`src/disc_defs.svh`:
```
// Constants for the converter input sync and control block.
// Assumes inclusion by bare name from the design file.
`ifndef DISC_DEFS_SVH
`define DISC_DEFS_SVH
`define DISC_ADDR_CTRL    12'h000
`define DISC_ADDR_STATUS  12'h004
`define DISC_ADDR_DIVCNT  12'h008
`define DISC_ADDR_SERCTL  12'h00C
`define DISC_ADDR_SERRD   12'h010
`define DISC_CTRL_SYNCSEL 0
`define DISC_CTRL_EXTCLK  1
`define DISC_CTRL_ILEAVE  2
`define DISC_CTRL_FLAGEN  3
`define DISC_CTRL_REVB    4
`define DISC_CTRL_LOCK_INDICATOR 5
`define DISC_CTRL_RESET   32'h0000_0000
`define DISC_MIDSCALE     16'h8000
`define DISC_DIV_DEFAULT  4
`endif

```
`src/disc_top_fix_note.sv`:
```
// Intentionally empty: no additional logic.

```
`src/disc_pkg.sv`:
```
// Types for the converter input sync and control block.
// Assumes no surroundings beyond the design file that imports it.
package disc_pkg;
    typedef enum logic [1:0]
    {
        DISC_CH_A   = 2'b00,
        DISC_CH_B   = 2'b01,
        DISC_CH_IDL = 2'b10
    } disc_chan_type;
    typedef logic [15:0] disc_word_type;
endpackage : disc_pkg

```
`src/disc_top.sv`:
```
// Input sync, channel steering, midscale forcing and pin roles of a dual DAC.
// Assumes a 125 MHz data clock, an APB master and a downstream datapath that drains the FIFO.
// How it works
// - Select 0: strobe high clears the phase accumulator, nothing else.
// - Select 1 and external clock: strobe rising edge aligns the divided clock.
// - Select 1: strobe high also clears the phase accumulator.
// - PLL mode: lock indicator high while the PLL reports lock.
// - External clock mode: lock indicator carries the divided input-rate clock.
// - Interleaved with flag enabled: flag high marks the word as channel B.
// - Chip reset low resets all logic except the sleep output.
// - Three-pin serial: data pin two-way; four-pin: input only.
// - Serial out pin idle in three-pin mode; read data in four-pin mode.
// - Serial enable is active low and only ever an input.
// - Sleep high powers down at once, without a clock.
// - Interleaved: first word after enable rise is A, then B, alternating.
// - Transmit enable low forces both outputs to midscale.
// - Reverse setting flips the channel B bus bit order.
// - Input data is captured on the data clock.
`timescale 1ns/100ps
`default_nettype none
`include "disc_defs.svh"

module disc_fifo
#(
    parameter int WIDTH = 32,
    parameter int DEPTH = 32
)
(
    // Clock and reset
    input  wire logic             clock_i,
    input  wire logic             rstn_i,
    input  wire logic             ce_i,
    // Write side
    input  wire logic [WIDTH-1:0] wdata_i,
    input  wire logic             wvalid_i,
    output logic                  wready_o,
    // Read side
    output logic      [WIDTH-1:0] rdata_o,
    output logic                  rvalid_o,
    input  wire logic             rready_i
);
    localparam int AW = $clog2(DEPTH);
    initial
    begin
        if (DEPTH < 2 || (1 << AW) != DEPTH)
            $error("disc_fifo depth must be a power of two");
    end
    logic [WIDTH-1:0] mem [DEPTH];
    logic [AW:0]      wptr;
    logic [AW:0]      rptr;
    logic             do_wr;
    logic             do_rd;
    assign wready_o = (wptr - rptr) != (AW+1)'(DEPTH);
    assign rvalid_o = wptr != rptr;
    assign rdata_o  = mem[rptr[AW-1:0]];
    assign do_wr    = ce_i && wvalid_i && wready_o;
    assign do_rd    = ce_i && rvalid_o && rready_i;
    always_ff @(posedge clock_i or negedge rstn_i)
    begin
        if (!rstn_i)
            wptr <= '0;
        else if (do_wr)
            wptr <= wptr + 1'b1;
    end
    always_ff @(posedge clock_i or negedge rstn_i)
    begin
        if (!rstn_i)
            rptr <= '0;
        else if (do_rd)
            rptr <= rptr + 1'b1;
    end
    always_ff @(posedge clock_i)
    begin
        if (do_wr)
            mem[wptr[AW-1:0]] <= wdata_i;
    end
endmodule : disc_fifo

module disc_top
#(
    parameter int DEPTH = 32
)
(
    // Clock, enable and reset
    input  wire logic                   clock_i,
    input  wire logic                   ce_i,
    input  wire logic                   rstn_i,
    // Chip control pins
    input  wire logic                   chip_reset_n_i,
    input  wire logic                   sleep_i,
    input  wire logic                   test_select_i,
    input  wire logic                   pll_locked_i,
    // Sync pins
    input  wire logic                   phase_strobe_i,
    input  wire logic                   transmit_enable_i,
    input  wire logic                   channel_flag_i,
    // Data input
    input  wire disc_pkg::disc_word_type channel_a_data_i,
    input  wire disc_pkg::disc_word_type channel_b_data_i,
    // APB slave
    input  wire logic                   psel_i,
    input  wire logic                   penable_i,
    input  wire logic                   pwrite_i,
    input  wire logic [11:0]            paddr_i,
    input  wire logic [31:0]            pwdata_i,
    output logic      [31:0]            prdata_o,
    output logic                        pready_o,
    output logic                        pslverr_o,
    // Serial port pins
    input  wire logic                   serial_port_enable_n_i,
    input  wire logic                   serial_data_i,
    output logic                        serial_data_o,
    output logic                        serial_data_oe_o,
    output logic                        serial_data_out_o,
    output logic                        serial_data_out_oe_o,
    // Status outputs
    output logic                        lock_indicator_o,
    output logic                        phase_clear_o,
    output logic                        sleep_o,
    // Sample stream, A in high half, B in low half
    output logic      [31:0]            sample_o,
    output logic                        sample_valid_o,
    input  wire logic                   sample_ready_i
);
    import disc_pkg::*;

    logic          rst_n;
    logic [31:0]   ctrl;
    logic [7:0]    div_count;
    logic [1:0]    ser_ctl;
    logic [31:0]   ser_rd;
    logic [1:0]    ps_sync;
    logic [1:0]    te_sync;
    logic          ps_q;
    logic          te_q;
    logic          ps_rise;
    logic          te_rise;
    logic [7:0]    div_cnt;
    logic          div_clk;
    disc_chan_type chan;
    disc_word_type a_hold;
    disc_word_type b_in;
    disc_word_type next_a;
    disc_word_type next_b;
    logic          pair_valid;
    logic          fifo_wready;
    logic [31:0]   fifo_rdata;
    logic          fifo_rvalid;
    logic          apb_acc;
    logic          ce;

    initial
    begin
        if (DEPTH != 32)
            $error("disc_top buffering is sized for 32 words");
    end

    assign rst_n = rstn_i & chip_reset_n_i;
    assign ce    = ce_i & ~sleep_i;

    // Synchronisers and edge detect
    always_ff @(posedge clock_i or negedge rst_n)
    begin
        if (!rst_n)
        begin
            ps_sync <= 2'b00;
            te_sync <= 2'b00;
            ps_q    <= 1'b0;
            te_q    <= 1'b0;
        end
        else if (ce)
        begin
            ps_sync <= {ps_sync[0], phase_strobe_i};
            te_sync <= {te_sync[0], transmit_enable_i};
            ps_q    <= ps_sync[1];
            te_q    <= te_sync[1];
        end
    end
    assign ps_rise = ps_sync[1] & ~ps_q;
    assign te_rise = te_sync[1] & ~te_q;

    // Phase accumulator clear, high level in either select
    always_ff @(posedge clock_i or negedge rst_n)
    begin
        if (!rst_n)
            phase_clear_o <= 1'b0;
        else if (ce)
            phase_clear_o <= ps_sync[1];
    end

    // Divided input-rate clock with strobe alignment
    always_ff @(posedge clock_i or negedge rst_n)
    begin
        if (!rst_n)
        begin
            div_cnt <= 8'h00;
            div_clk <= 1'b0;
        end
        else if (ce)
        begin
            if (ctrl[`DISC_CTRL_SYNCSEL] && ctrl[`DISC_CTRL_EXTCLK] && ps_rise)
            begin
                div_cnt <= 8'h00;
                div_clk <= 1'b0;
            end
            else if (div_cnt >= div_count - 8'h01)
            begin
                div_cnt <= 8'h00;
                div_clk <= ~div_clk;
            end
            else
                div_cnt <= div_cnt + 8'h01;
        end
    end

    // Lock indicator
    always_ff @(posedge clock_i or negedge rst_n)
    begin
        if (!rst_n)
            lock_indicator_o <= 1'b0;
        else if (ce && ctrl[`DISC_CTRL_EXTCLK])
            lock_indicator_o <= div_clk;
        else if (ce)
            lock_indicator_o <= pll_locked_i;
    end

    // Sleep sets from the pin without any clock and clears on the next clock edge
    always_ff @(posedge clock_i or posedge sleep_i)
    begin
        if (sleep_i)
            sleep_o <= 1'b1;
        else
            sleep_o <= 1'b0;
    end

    // Channel B bus order and midscale forcing
    always_comb
    begin
        for (int i = 0; i < 16; i++)
            b_in[i] = ctrl[`DISC_CTRL_REVB] ? channel_b_data_i[15-i] : channel_b_data_i[i];
        if (!te_sync[1])
        begin
            next_a = `DISC_MIDSCALE;
            next_b = `DISC_MIDSCALE;
        end
        else if (ctrl[`DISC_CTRL_ILEAVE])
        begin
            next_a = a_hold;
            next_b = channel_a_data_i;
        end
        else
        begin
            next_a = channel_a_data_i;
            next_b = b_in;
        end
    end

    // Interleave pointer and word capture on the data clock
    always_ff @(posedge clock_i or negedge rst_n)
    begin
        if (!rst_n)
        begin
            chan   <= DISC_CH_IDL;
            a_hold <= `DISC_MIDSCALE;
        end
        else if (ce && fifo_wready && ctrl[`DISC_CTRL_ILEAVE] && te_sync[1])
        begin
            if (te_rise || (ctrl[`DISC_CTRL_FLAGEN] && !channel_flag_i))
            begin
                a_hold <= channel_a_data_i;
                chan   <= DISC_CH_B;
            end
            else if (ctrl[`DISC_CTRL_FLAGEN])
                chan <= DISC_CH_A;
            else
            begin
                unique case (chan)
                    DISC_CH_A:
                    begin
                        a_hold <= channel_a_data_i;
                        chan   <= DISC_CH_B;
                    end
                    DISC_CH_B:
                        chan <= DISC_CH_A;
                    default:
                        chan <= DISC_CH_IDL;
                endcase
            end
        end
    end

    disc_fifo #(.WIDTH(32), .DEPTH(DEPTH)) u_fifo
    (
        .clock_i  (clock_i),
        .rstn_i   (rst_n),
        .ce_i     (ce),
        .wdata_i  ({next_a, next_b}),
        .wvalid_i (pair_valid),
        .wready_o (fifo_wready),
        .rdata_o  (fifo_rdata),
        .rvalid_o (fifo_rvalid),
        .rready_i (sample_ready_i | ~sample_valid_o)
    );
    assign pair_valid = ce && fifo_wready && (
                        (!ctrl[`DISC_CTRL_ILEAVE] || !te_sync[1]) ||
                        (!te_rise && ctrl[`DISC_CTRL_FLAGEN] && channel_flag_i) ||
                        (!te_rise && !ctrl[`DISC_CTRL_FLAGEN] && chan == DISC_CH_B));

    // Output register stage
    always_ff @(posedge clock_i or negedge rst_n)
    begin
        if (!rst_n)
        begin
            sample_o       <= {`DISC_MIDSCALE, `DISC_MIDSCALE};
            sample_valid_o <= 1'b0;
        end
        else if (ce && (sample_ready_i || !sample_valid_o))
        begin
            sample_valid_o <= fifo_rvalid;
            if (fifo_rvalid)
                sample_o <= fifo_rdata;
        end
    end

    // Serial pin roles, bit 0 selects four-pin, bit 1 is the read data level
    always_ff @(posedge clock_i or negedge rst_n)
    begin
        if (!rst_n)
        begin
            serial_data_o        <= 1'b0;
            serial_data_oe_o     <= 1'b0;
            serial_data_out_o    <= 1'b0;
            serial_data_out_oe_o <= 1'b0;
        end
        else
        begin
            serial_data_o        <= ser_ctl[1];
            serial_data_oe_o     <= !ser_ctl[0] && !serial_port_enable_n_i;
            serial_data_out_o    <= ser_ctl[1];
            serial_data_out_oe_o <= ser_ctl[0] && !serial_port_enable_n_i;
        end
    end

    // APB register file
    assign apb_acc = psel_i && penable_i && !pready_o;
    always_ff @(posedge clock_i or negedge rst_n)
    begin
        if (!rst_n)
        begin
            ctrl      <= `DISC_CTRL_RESET;
            div_count <= 8'(`DISC_DIV_DEFAULT);
            ser_ctl   <= 2'b00;
            ser_rd    <= 32'h0000_0000;
            prdata_o  <= 32'h0000_0000;
            pready_o  <= 1'b0;
            pslverr_o <= 1'b0;
        end
        else
        begin
            pready_o  <= apb_acc;
            pslverr_o <= 1'b0;
            ser_rd    <= {31'h0000_0000, serial_data_i};
            if (apb_acc)
            begin
                prdata_o <= 32'h0000_0000;
                unique case (paddr_i)
                    `DISC_ADDR_CTRL:
                    begin
                        prdata_o <= {26'h000_0000, ctrl[5:0]};
                        if (pwrite_i)
                            ctrl <= {26'h000_0000, pwdata_i[5:0]};
                    end
                    `DISC_ADDR_STATUS:
                    begin
                        prdata_o <= {26'h000_0000, test_select_i, sleep_o, chan, te_sync[1], lock_indicator_o};
                    end
                    `DISC_ADDR_DIVCNT:
                    begin
                        prdata_o <= {24'h00_0000, div_count};
                        if (pwrite_i && pwdata_i[7:0] != 8'h00)
                            div_count <= pwdata_i[7:0];
                    end
                    `DISC_ADDR_SERCTL:
                    begin
                        prdata_o <= {30'h0000_0000, ser_ctl};
                        if (pwrite_i)
                            ser_ctl <= pwdata_i[1:0];
                    end
                    `DISC_ADDR_SERRD:
                        prdata_o <= ser_rd;
                    default:
                        pslverr_o <= 1'b1;
                endcase
            end
        end
    end
endmodule : disc_top

`default_nettype wire

```
`config.mk`:
```
export PLATFORM = sky130hd
export DESIGN_NAME = disc_top
export DESIGN_NICKNAME = d
export VERILOG_FILES = /design/src/disc_top_fix_note.sv /design/src/disc_pkg.sv /design/src/disc_top.sv
export VERILOG_INCLUDE_DIRS = /design/src
export SDC_FILE = /design/constraint.sdc
export NUM_CORES = 1
export LEC_CHECK = 0
export ABC_AREA = 1
export BUFFER_PORTS_ARGS = -buffer_cell sky130_fd_sc_hd__buf_2
export CORE_ASPECT_RATIO = 0.7
export CORE_MARGIN = 1
export CORE_UTILIZATION = 45
export CTS_CLUSTER_SIZE = 40
export DETAILED_ROUTE_END_ITERATION = 12
export PLACE_DENSITY_LB_ADDON = 0.25
export SYNTH_ARGS = -nofsm -noshare
export SYNTH_HDL_FRONTEND = slang
export SYNTH_SLANG_ARGS = --single-unit
```
`constraint.sdc`:
```
create_clock -name clock_i -period 6.4 [get_ports clock_i]
set_input_delay 0.64 -clock clock_i [delete_from_list [all_inputs] [get_ports clock_i]]
set_output_delay 0.64 -clock clock_i [all_outputs]
set_load 0.01 [all_outputs]
```
### Word level (Yosys, flattened, before mapping)

Memories as Yosys holds them, arrays and structs flattened. A register that Yosys moved wholly into a read port is not among the register bits.
Index checks and enable logic that the tools add are counted.

| operators by class | value |
|---|---|
| reductions and logical operators | 50 |
| bitwise operators | 10 |
| multiplexer cells | 37 |
| equality and inequality tests | 8 |
| add/subtract/negate cells | 5 |
| $lt $le $gt $ge | 1 |

Operators by type and width:

| kind | number |
|---|---|
| $mux 16 | 7 |
| $pmux 8 s5 | 1 |
| $eq 12x4->1 const B | 2 |
| $mux 1 | 24 |
| $logic_and 1x1->1 | 22 |
| $mux 8 | 2 |
| $add 6x1->6 const B | 2 |
| $eq 12x3->1 const B | 1 |
| $eq 12x5->1 const B | 1 |
| $logic_not 12->1 | 1 |
| $reduce_and 3->1 | 4 |
| $logic_not 1->1 | 10 |
| $add 8x1->8 const B | 1 |
| $ge 8x8->1 | 1 |
| $reduce_bool 8->1 | 1 |
| $sub 8x1->8 const B | 1 |
| $ne 6x6->1 | 1 |
| $ne 6x6->1 const B | 1 |
| $reduce_bool 2->1 | 3 |
| $sub 6x6->6 | 1 |
| $logic_or 1x1->1 | 5 |
| $not 1->1 | 5 |
| $reduce_or 5->1 | 1 |
| $and 1x1->1 | 4 |
| 7 further kinds | 9 |

| storage, ports and cells | value |
|---|---|
| output and inout bits | 74 |
| bits in writable memories | 1,024 |
| input bits | 92 |
| logic and storage cells | 135 |
| flip-flop bits (word level) | 102 |
| memories kept | 1 |

Memory list:

| name | depth | bits a word | rd ports | clocked after Yosys merged registers in | write ports | line | RTL |
|---|---|---|---|---|---|---|---|
| u_fifo.mem | 32 | 32 | 1 | 1 | 1 | disc_top.sv:48 | `logic [WIDTH-1:0] mem [DEPTH];` |

### Depth between registers and ports, before layout

Gate-level depths: netlist of the first run.

| logic depth | value |
|---|---|
| depth in word-level cells | 12 |
| depth in mapped cells | 18 |
| depth with buffers taken out | 15 |

### By module

A second synthesis of the first run with hierarchy kept.

| second synthesis, totals | value |
|---|---|
| cells, all modules | 3,880 |
| area, all modules | 46,776.1 um^2 |

By module, submodules not included:

| module | sequential area each (um^2) | instances | area an instance (um^2) | cells each |
|---|---|---|---|---|
| disc_fifo | 31,049.8 | 1 | 41,309.6 | 3,242 |
| disc_top | 2,459.9 | 1 | 5,466.5 | 638 |

### Worst setup path before layout of the first run

Ideal clock, no wire load.

| path | value |
|---|---|
| kind | register -> register |
| start point | reg u_fifo.rptr[2] |
| end point | mem u_fifo.mem[24][0] (enable) |
| library setup time | 461 ps |
| stages on the path, launching flop included | 15 |
| data required time | 5,939 ps |
| path buffers | 4 |
| clock period less this slack | 5,005 ps |
| setup slack | 1,395 ps |
| arrival | 4,544 ps |
| cell sequence | dfrtp_1 buf_2 inv_1 clkbuf_1 clkbuf_1 ha_1 or2_1 nand3_1 nand2_1 nand2_1 nand2_1 nand3_1 nand3_2 buf_2 nor3_1 |

| on the way | value |
|---|---|
| word-level cells in the longest chain between the ends | 8 |

Ends and longest elaborated chain:

| element | line | RTL |
|---|---|---|
| start, declared | disc_top.sv:50 | `logic [AW:0] rptr;` |
| start signal, assigned | disc_top.sv:70 | `rptr <= rptr + 1'b1;` |
| $sub 6x6->6 * | disc_top.sv:53 | `assign wready_o = (wptr - rptr) != (AW+1)'(DEPTH);` |
| $ne 6x6->1 * | disc_top.sv:53 |  |
| $logic_and 1x1->1 (2 in series) | disc_top.sv:304 | `assign pair_valid = ce && fifo_wready && (` |
| $logic_and 1x1->1 | disc_top.sv:56 | `assign do_wr = ce_i && wvalid_i && wready_o;` |
| $logic_and 1x1->1 * | disc_top.sv:56 |  |
| $mux 1 * | disc_top.sv:74 | `if (do_wr)` |
| $mux 1 (not written as such) * | disc_top.sv:75 | `mem[wptr[AW-1:0]] <= wdata_i;` |
| end, declared | disc_top.sv:48 |  |

Every way passes the cells marked *; elsewhere a longest branch is shown, timed or not.

### Final worst setup path of the first run

| path | value |
|---|---|
| start point | reg u_fifo.rptr[2] |
| end point | mem u_fifo.mem[31][26] (enable) |

Same word-level chain as after synthesis.

==> run_results.csv, run 1 <==
group,metric,value,unit
final_layout,fillers,8646,
drt,drc,0,
clocking,postCtsSetupBuffers,0,
timing,slew_violations,0,
final_layout,fin_cells,5294,
clocking,clock-sinks,1134,
power_and_ir_drop,peakVddDrop,0.322,mV
yosys,synth_area,46100,um^2
final_layout,diodes,0,
worst_setup_path,critical_path_class,"register to register",
outcome,outcome,"finished, final reports clean",
yosys,yosysWarnings,0,
global_route,grt_pass1_wl,184,mm
yosys,ys_ff_latch,1134,
clocking,cts.clk_slew.worst_paths,0.06,ns
worst_setup_path,r2r-end,"u_fifo.mem[31][26]$_DFFE_PP_",
final_layout,area_delta_synth_final,12.5,%
power_and_ir_drop,clkPwrFrac,29.5,%
floorplan,core_area,101000,um^2
clocking,cts_buffers,106,
worst_setup_path,required,6.71,ns
global_route,grt_overflow,0,
timing,period_share,66.1,%
yosys,synth_area_per_cell,12.2,um^2
power_and_ir_drop,power.switching,0.00771,W
place,dp_cells,5094,
min_path,hold_start,"serial_data_i",
clocking,clk-insertion-delay-late,0.71,ns
worst_setup_path,worst-endpoint-arrival,4.55,ns
power_and_ir_drop,switching_share,35.6,%
timing,slew_headroom,3.82,%
global_route,grt_usage,23.9,%
drt,num_vias,30100,
worst_setup_path,cp_max_fo,32,
yosys,netlist_instances,3784,
timing,whs,0.0504,ns
drt,routed_wl,126,mm
clocking,clock_path_buffers,3,
clocking,cts_resized,0,
global_route,grt_max_degree,206,
timing,hold_viol_final,0,
timing,grt_setup_unrepaired,"false",
power_and_ir_drop,pwr-share-comb,30.1,%
timing,fin_skew,0.0356,ns
timing,finalSetupTns,0,ns
worst_setup_path,r2r_slack,2.17,ns
timing,setup_viol,0,
drt,firstDrtPassIters,5,
drt,dr.first_iter.drc_count,4005,
final_layout,multi_input_area,11200,um^2
drt,vias_per_cell,5.68,
final_layout,final_common_cell,"edfxtp_1",
final_layout,nNetsFinal,3981,
place,dp_hpwl,70.9,mm
floorplan,rows,97,
worst_setup_path,cp-end-kind,"register",
min_path,hold_depth,1,
final_layout,layout_common_cells,"edfxtp_1 (1024), nor2_1 (710), o21ai_0 (507)",
run,max_cap_violations,0,
power_and_ir_drop,power.internal,0.0140,W
floorplan,start_util,45.7,%
final_layout,drive_gt1_share,11.3,%
floorplan,die_w,384,um
drt,wl_per_cell,23.8,um
worst_setup_path,critPathLaunchType,"register",
global_route,grt_pass1_vias,27800,
clocking,cts_tree,"done",
clocking,cts_root_buf,"clkbuf_16",
floorplan,dieArea,104000,um^2
place,place_congestion,0.852,
min_path,worstHoldPathType,"input port to register",
min_path,hold_end,"ser_rd[0]$_DFF_PN0_",
floorplan,pin_count,166,
timing,worst_pin_slew,1.44,ns
clocking,htree_levels,3,
yosys,ys_seq_area_share,72.8,%
place,portBuffers,117,
worst_setup_path,r2r-start,"u_fifo.rptr[2]$_DFFE_PN0P_",
global_route,antenna_found_initial,4,
timing,fin_crit,4.23,ns
power_and_ir_drop,powerDensity,418,nW/um^2
power_and_ir_drop,p_leak,18.1,nW
timing,fmaxAchievable,236,MHz
final_layout,final-seq-area,33500,um^2
floorplan,die_h,270,um
power_and_ir_drop,power_frac_seq,40.5,%
drt,ant_nets,0,
yosys,ys_types,39,
worst_setup_path,reg2reg_depth,12,
==> layout make-up <==
class,instances,share of cell area [%]
clock buffer,140,5.62
clock inverter,57,1.11
inverter,117,0.879
multi-input combinational,2293,21.6
sequential,1134,64.7
tap,1336,3.23
timing repair buffer,217,2.84
==> flip-flops by register name, summed over array words and instances, names as in the netlist, 2 cells and up <==
signal and cells:
ps_sync 2, u_fifo.wptr 6, ser_ctl 2, div_count 8
chan 2, u_fifo.mem 1024, u_fifo.rptr 6, sample_o 32
prdata_o 8, te_sync 2, a_hold 16, ctrl 6
div_cnt 8
==> cell usage after synthesis, drive strengths merged <==
cell type | count | share of area [%]
nor4 | 3 | 0.073
nor2 | 714 | 5.9
dfstp | 6 | 0.34
nor3 | 37 | 0.40
or2 | 3 | 0.041
nand3 | 154 | 1.7
o21a | 1 | 0.016
edfxtp | 1024 | 67
o311ai | 1 | 0.019
o22ai | 114 | 1.5
xnor2 | 9 | 0.17
conb | 1 | 0.0081
a22oi | 14 | 0.23
nand2 | 344 | 2.8
xor2 | 11 | 0.21
nand3b | 1 | 0.016
nand4 | 9 | 0.14
clkinv | 6 | 0.049
buf | 122 | 1.6
or3 | 1 | 0.014
dfrtp | 104 | 5.7
o211ai | 130 | 2.1
a21oi | 112 | 1.2
ha | 20 | 0.54
clkbuf | 142 | 1.2
inv | 111 | 0.90
o31ai | 1 | 0.016
o21ai | 589 | 6.4
==> stage by stage <==
stage               area, um^2  utilization [%]  power, W  setup WS [ns]
detailed placement       48300             47.9    0.0154           2.27
global route             51800             51.4    0.0227           2.07
global placement         48300             47.9    0.0153           2.34
finish                   51800             51.4    0.0217           2.17
floorplan                46100                -    0.0133           1.39
CTS                      51800             51.4    0.0217           2.23
==> worst max-delay path by stage <==
stage / from / to / slack, ns / cells after the start
2_1_floorplan: u_fifo.rptr[2]$_DFFE_PN0P_ / u_fifo.mem[24][0]$_DFFE_PP_ / 1.39 / 14
3_3_place_gp: u_fifo.rptr[2]$_DFFE_PN0P_ / u_fifo.mem[31][11]$_DFFE_PP_ / 2.34 / 12
3_5_place_dp: u_fifo.rptr[2]$_DFFE_PN0P_ / u_fifo.mem[3][10]$_DFFE_PP_ / 2.27 / 11
4_1_cts: u_fifo.rptr[2]$_DFFE_PN0P_ / u_fifo.mem[3][26]$_DFFE_PP_ / 2.23 / 11
5_1_grt: u_fifo.rptr[2]$_DFFE_PN0P_ / u_fifo.mem[3][26]$_DFFE_PP_ / 2.07 / 11
6_report: u_fifo.rptr[2]$_DFFE_PN0P_ / u_fifo.mem[31][26]$_DFFE_PP_ / 2.17 / 12
==> worst max-delay path: stages, from the launching register on <==
cell     delay, ns
dfrtp_4       0.70
inv_2         0.10
ha_1          0.38
or2_1         0.29
nand3_1       0.11
nand2_1       0.05
nand2_1       0.06
nand2_1       0.04
nand3_1       0.20
nand3_2       0.59
buf_4         0.47
nor3_2        0.13
buf_4         0.63
==> per-layer routing <==
layer	routed length, um	track usage [%]
met1	57600	37.1
met2	55100	34.6
met3	9770	3.77
met4	3310	7.01
met5	11	0
==> power groups by stage <==
| stage | Sequential [W] | Clock (W) | Combinational, W |
|---|---|---|---|
| 2_1_floorplan | 0.00884 | 0 | 0.00444 |
| 3_3_place_gp | 0.00892 | 0 | 0.00641 |
| 4_1_cts | 0.00877 | 0.00646 | 0.00650 |
| 6_report | 0.00877 | 0.00639 | 0.00651 |
| 3_5_place_dp | 0.00892 | 0 | 0.00647 |
| 5_1_grt | 0.00880 | 0.00674 | 0.00716 |
==> kinds of logic (layout without fill, tap and decap cells) <==
logic type                 count (synthesis)  after routing  synth area share (%)
buffers and inverters                    381            531                  3.71
xor gates and xnor gates                  20             20                 0.380
other                                      1             25               0.00814
and+or+nand+nor                         1266           1266                  11.0
DFF                                     1134           1134                  72.8
AOI/OAI and AO/OA                        962            962                  11.6
adders and majority gates                 20             20                 0.543
==> what timing repair did <==
item                                    in CTS  in global routing
endpoints found under the setup margin       0                  0
hold endpoints to repair                     4                  0
hold buffers                                 3                  0
(Power assumes the default switching activity.)
==> run 2: changes to the inputs <==
Clock period 6.4 ns to 4 ns, I/O delays scaled along.
==> run 2 against run 1 <==
Wire length increased by 1.0%. Critical endpoint is now u_fifo.mem[6][8]$_DFFE_PP_. Critical path depth decreased by 1. Via count increased by 1.1%. Fmax increased by 27%. Combinational power increased by 67%. Worst setup slack got worse by 1.5 ns. Highest routed layer is now met4. Count of clock-buffer cells in the layout increased by 2. Clock power increased by 58%. Sequential share of layout area decreased by 0.94 points.
==> run_results.csv, run 2 (synthesis results as in run 1) <==
group,metric,value,unit
power_and_ir_drop,powerDensity,663,nW/um^2
final_layout,fin_area,52600,um^2
drt,dr.first_iter.drc_count,3558,
final_layout,area_delta_synth_final,14.1,%
global_route,grt_max_degree,179,
floorplan,die_h,270,um
clocking,cts.clk_slew.worst_paths,0.07,ns
min_path,worstHoldPathType,"input port to register",
place,dp_hpwl,69.5,mm
global_route,grt_pass1_vias,28500,
floorplan,core_area,101000,um^2
clocking,cts_buffers,106,
worst_setup_path,critPathLaunchType,"register",
worst_setup_path,reg2reg_depth,11,
worst_setup_path,worst-endpoint-arrival,3.65,ns
drt,vias_per_cell,5.68,
global_route,grt_overflow,0,
final_layout,largest_register_ffs,1024,
timing,fin_crit,3.33,ns
timing,grt_setup_unrepaired,"false",
drt,ant_nets,0,
clocking,cts_root_buf,"clkbuf_16",
worst_setup_path,cp_max_fo,24,
timing,worst_pin_slew,1.29,ns
power_and_ir_drop,power,0.0348,W
worst_setup_path,cp-end-kind,"register",
clocking,postCtsHoldBufs,33,
place,place_congestion,0.870,
final_layout,final_common_cell,"edfxtp_1",
timing,whs,0.0394,ns
floorplan,dieArea,104000,um^2
place,dp_cells,5123,
final_layout,layout_common_cells,"edfxtp_1 (1024), nor2_1 (710), o21ai_0 (507)",
clocking,cts_resized,0,
final_layout,fin_cells,5357,
floorplan,die_w,384,um
run,max_cap_violations,0,
clocking,postCtsSetupBuffers,0,
clocking,clock_path_buffers,3,
global_route,grt_usage,24.3,%
drt,wl_per_cell,23.7,um
timing,fmaxAchievable,301,MHz
min_path,hold_depth,3,
clocking,clock-sinks,1134,
outcome,outcome,"finished, final reports clean",
final_layout,nNetsFinal,4040,
timing,hold_viol_final,0,
global_route,antenna_found_initial,1,
floorplan,start_util,45.7,%
timing,fin_skew,0.0366,ns
timing,slew_headroom,13.8,%
clocking,htree_levels,3,
timing,slew_violations,0,
power_and_ir_drop,p_leak,18.6,nW
worst_setup_path,critical_path_class,"register to register",
power_and_ir_drop,peakVddDrop,0.588,mV
timing,period_share,83.2,%
drt,routed_wl,127,mm
drt,firstDrtPassIters,6,
drt,num_vias,30400,
drt,drc,0,
timing,setup_viol,0,
place,portBuffers,117,
clocking,clk-insertion-delay-late,0.72,ns
global_route,grt_pass1_wl,187,mm
clocking,cts_tree,"done",
worst_setup_path,required,4.33,ns
floorplan,pin_count,166,
final_layout,drive_gt1_share,11.7,%
place,dpl_cell_area,48800,um^2
floorplan,rows,97,
-- run 2: cell type report --
class,instances,area [um^2]
Fill cell,8555,48200
Inverter,117,458
Sequential cell,1134,33500
Tap cell,1336,1670
Clock inverter,57,642
Clock buffer,142,2820
Timing Repair Buffer,276,2060
Antenna cell,2,5.00
Multi-Input combinational cell,2293,11400
-- run 2: per-stage QoR --
stage	setup TNS [ns]	utilization, %	setup WS, ns
2_1_floorplan	-59.32	-	-0.0609
3_3_place_gp	0	48.4	0.736
3_5_place_dp	0	48.4	0.728
4_1_cts	0	52.2	0.707
5_1_grt	0	52.2	0.548
6_report	0	52.2	0.673
-- run 2: path summary, 6_finish.rpt --
| path | slack, ns | end | start |
|---|---|---|---|
| setup / recovery | 0.67 | u_fifo.mem[6][8]$_DFFE_PP_ | u_fifo.wptr[2]$_DFFE_PN0P_ |
| hold / removal | 0.04 | ctrl[0]$_DFFE_PN0P_ | pwdata_i[0] |
| setup reg to reg | 0.67 | u_fifo.mem[6][8]$_DFFE_PP_ | u_fifo.wptr[2]$_DFFE_PN0P_ |
| hold reg to reg | 0.40 | serial_data_out_o$_DFF_PN0_ | ser_ctl[1]$_DFFE_PN0P_ |
| max in group asynchronous | 2.11 | sample_o[31]$_DFFE_PN1P_ | chip_reset_n_i |
| min in group asynchronous | 0.24 | sleep_o$_DFF_PP1_ | sleep_i |
-- run 2: critical path, stage by stage (launching register included) --
cell and delay (ns):
dfrtp_1 0.55, ha_1 0.35, or2_1 0.28, nand3_1 0.11
nand2_1 0.05, nand2_1 0.06, nand2_1 0.05, nand3_1 0.21
nand3_4 0.27, buf_12 0.26, nor3_4 0.13, buf_4 0.56
-- run 2: report_power, final --
part	internal, W	switching (W)	leakage (nW)
sequential	0.0136	0.000250	10.8
combinational	0.00305	0.00781	6.15
clock	0.00558	0.00452	1.67
-- run 2: routing by layer --
metal / global-route usage, % / share of wire, % / up-vias
met5: 0 / 0 / -
met3: 4.10 / 8.3 / 175
met2: 36.0 / 45 / 1308
li1: - / - / 13900
met1: 36.8 / 45 / 15000
met4: 7.20 / 2.6 / 0
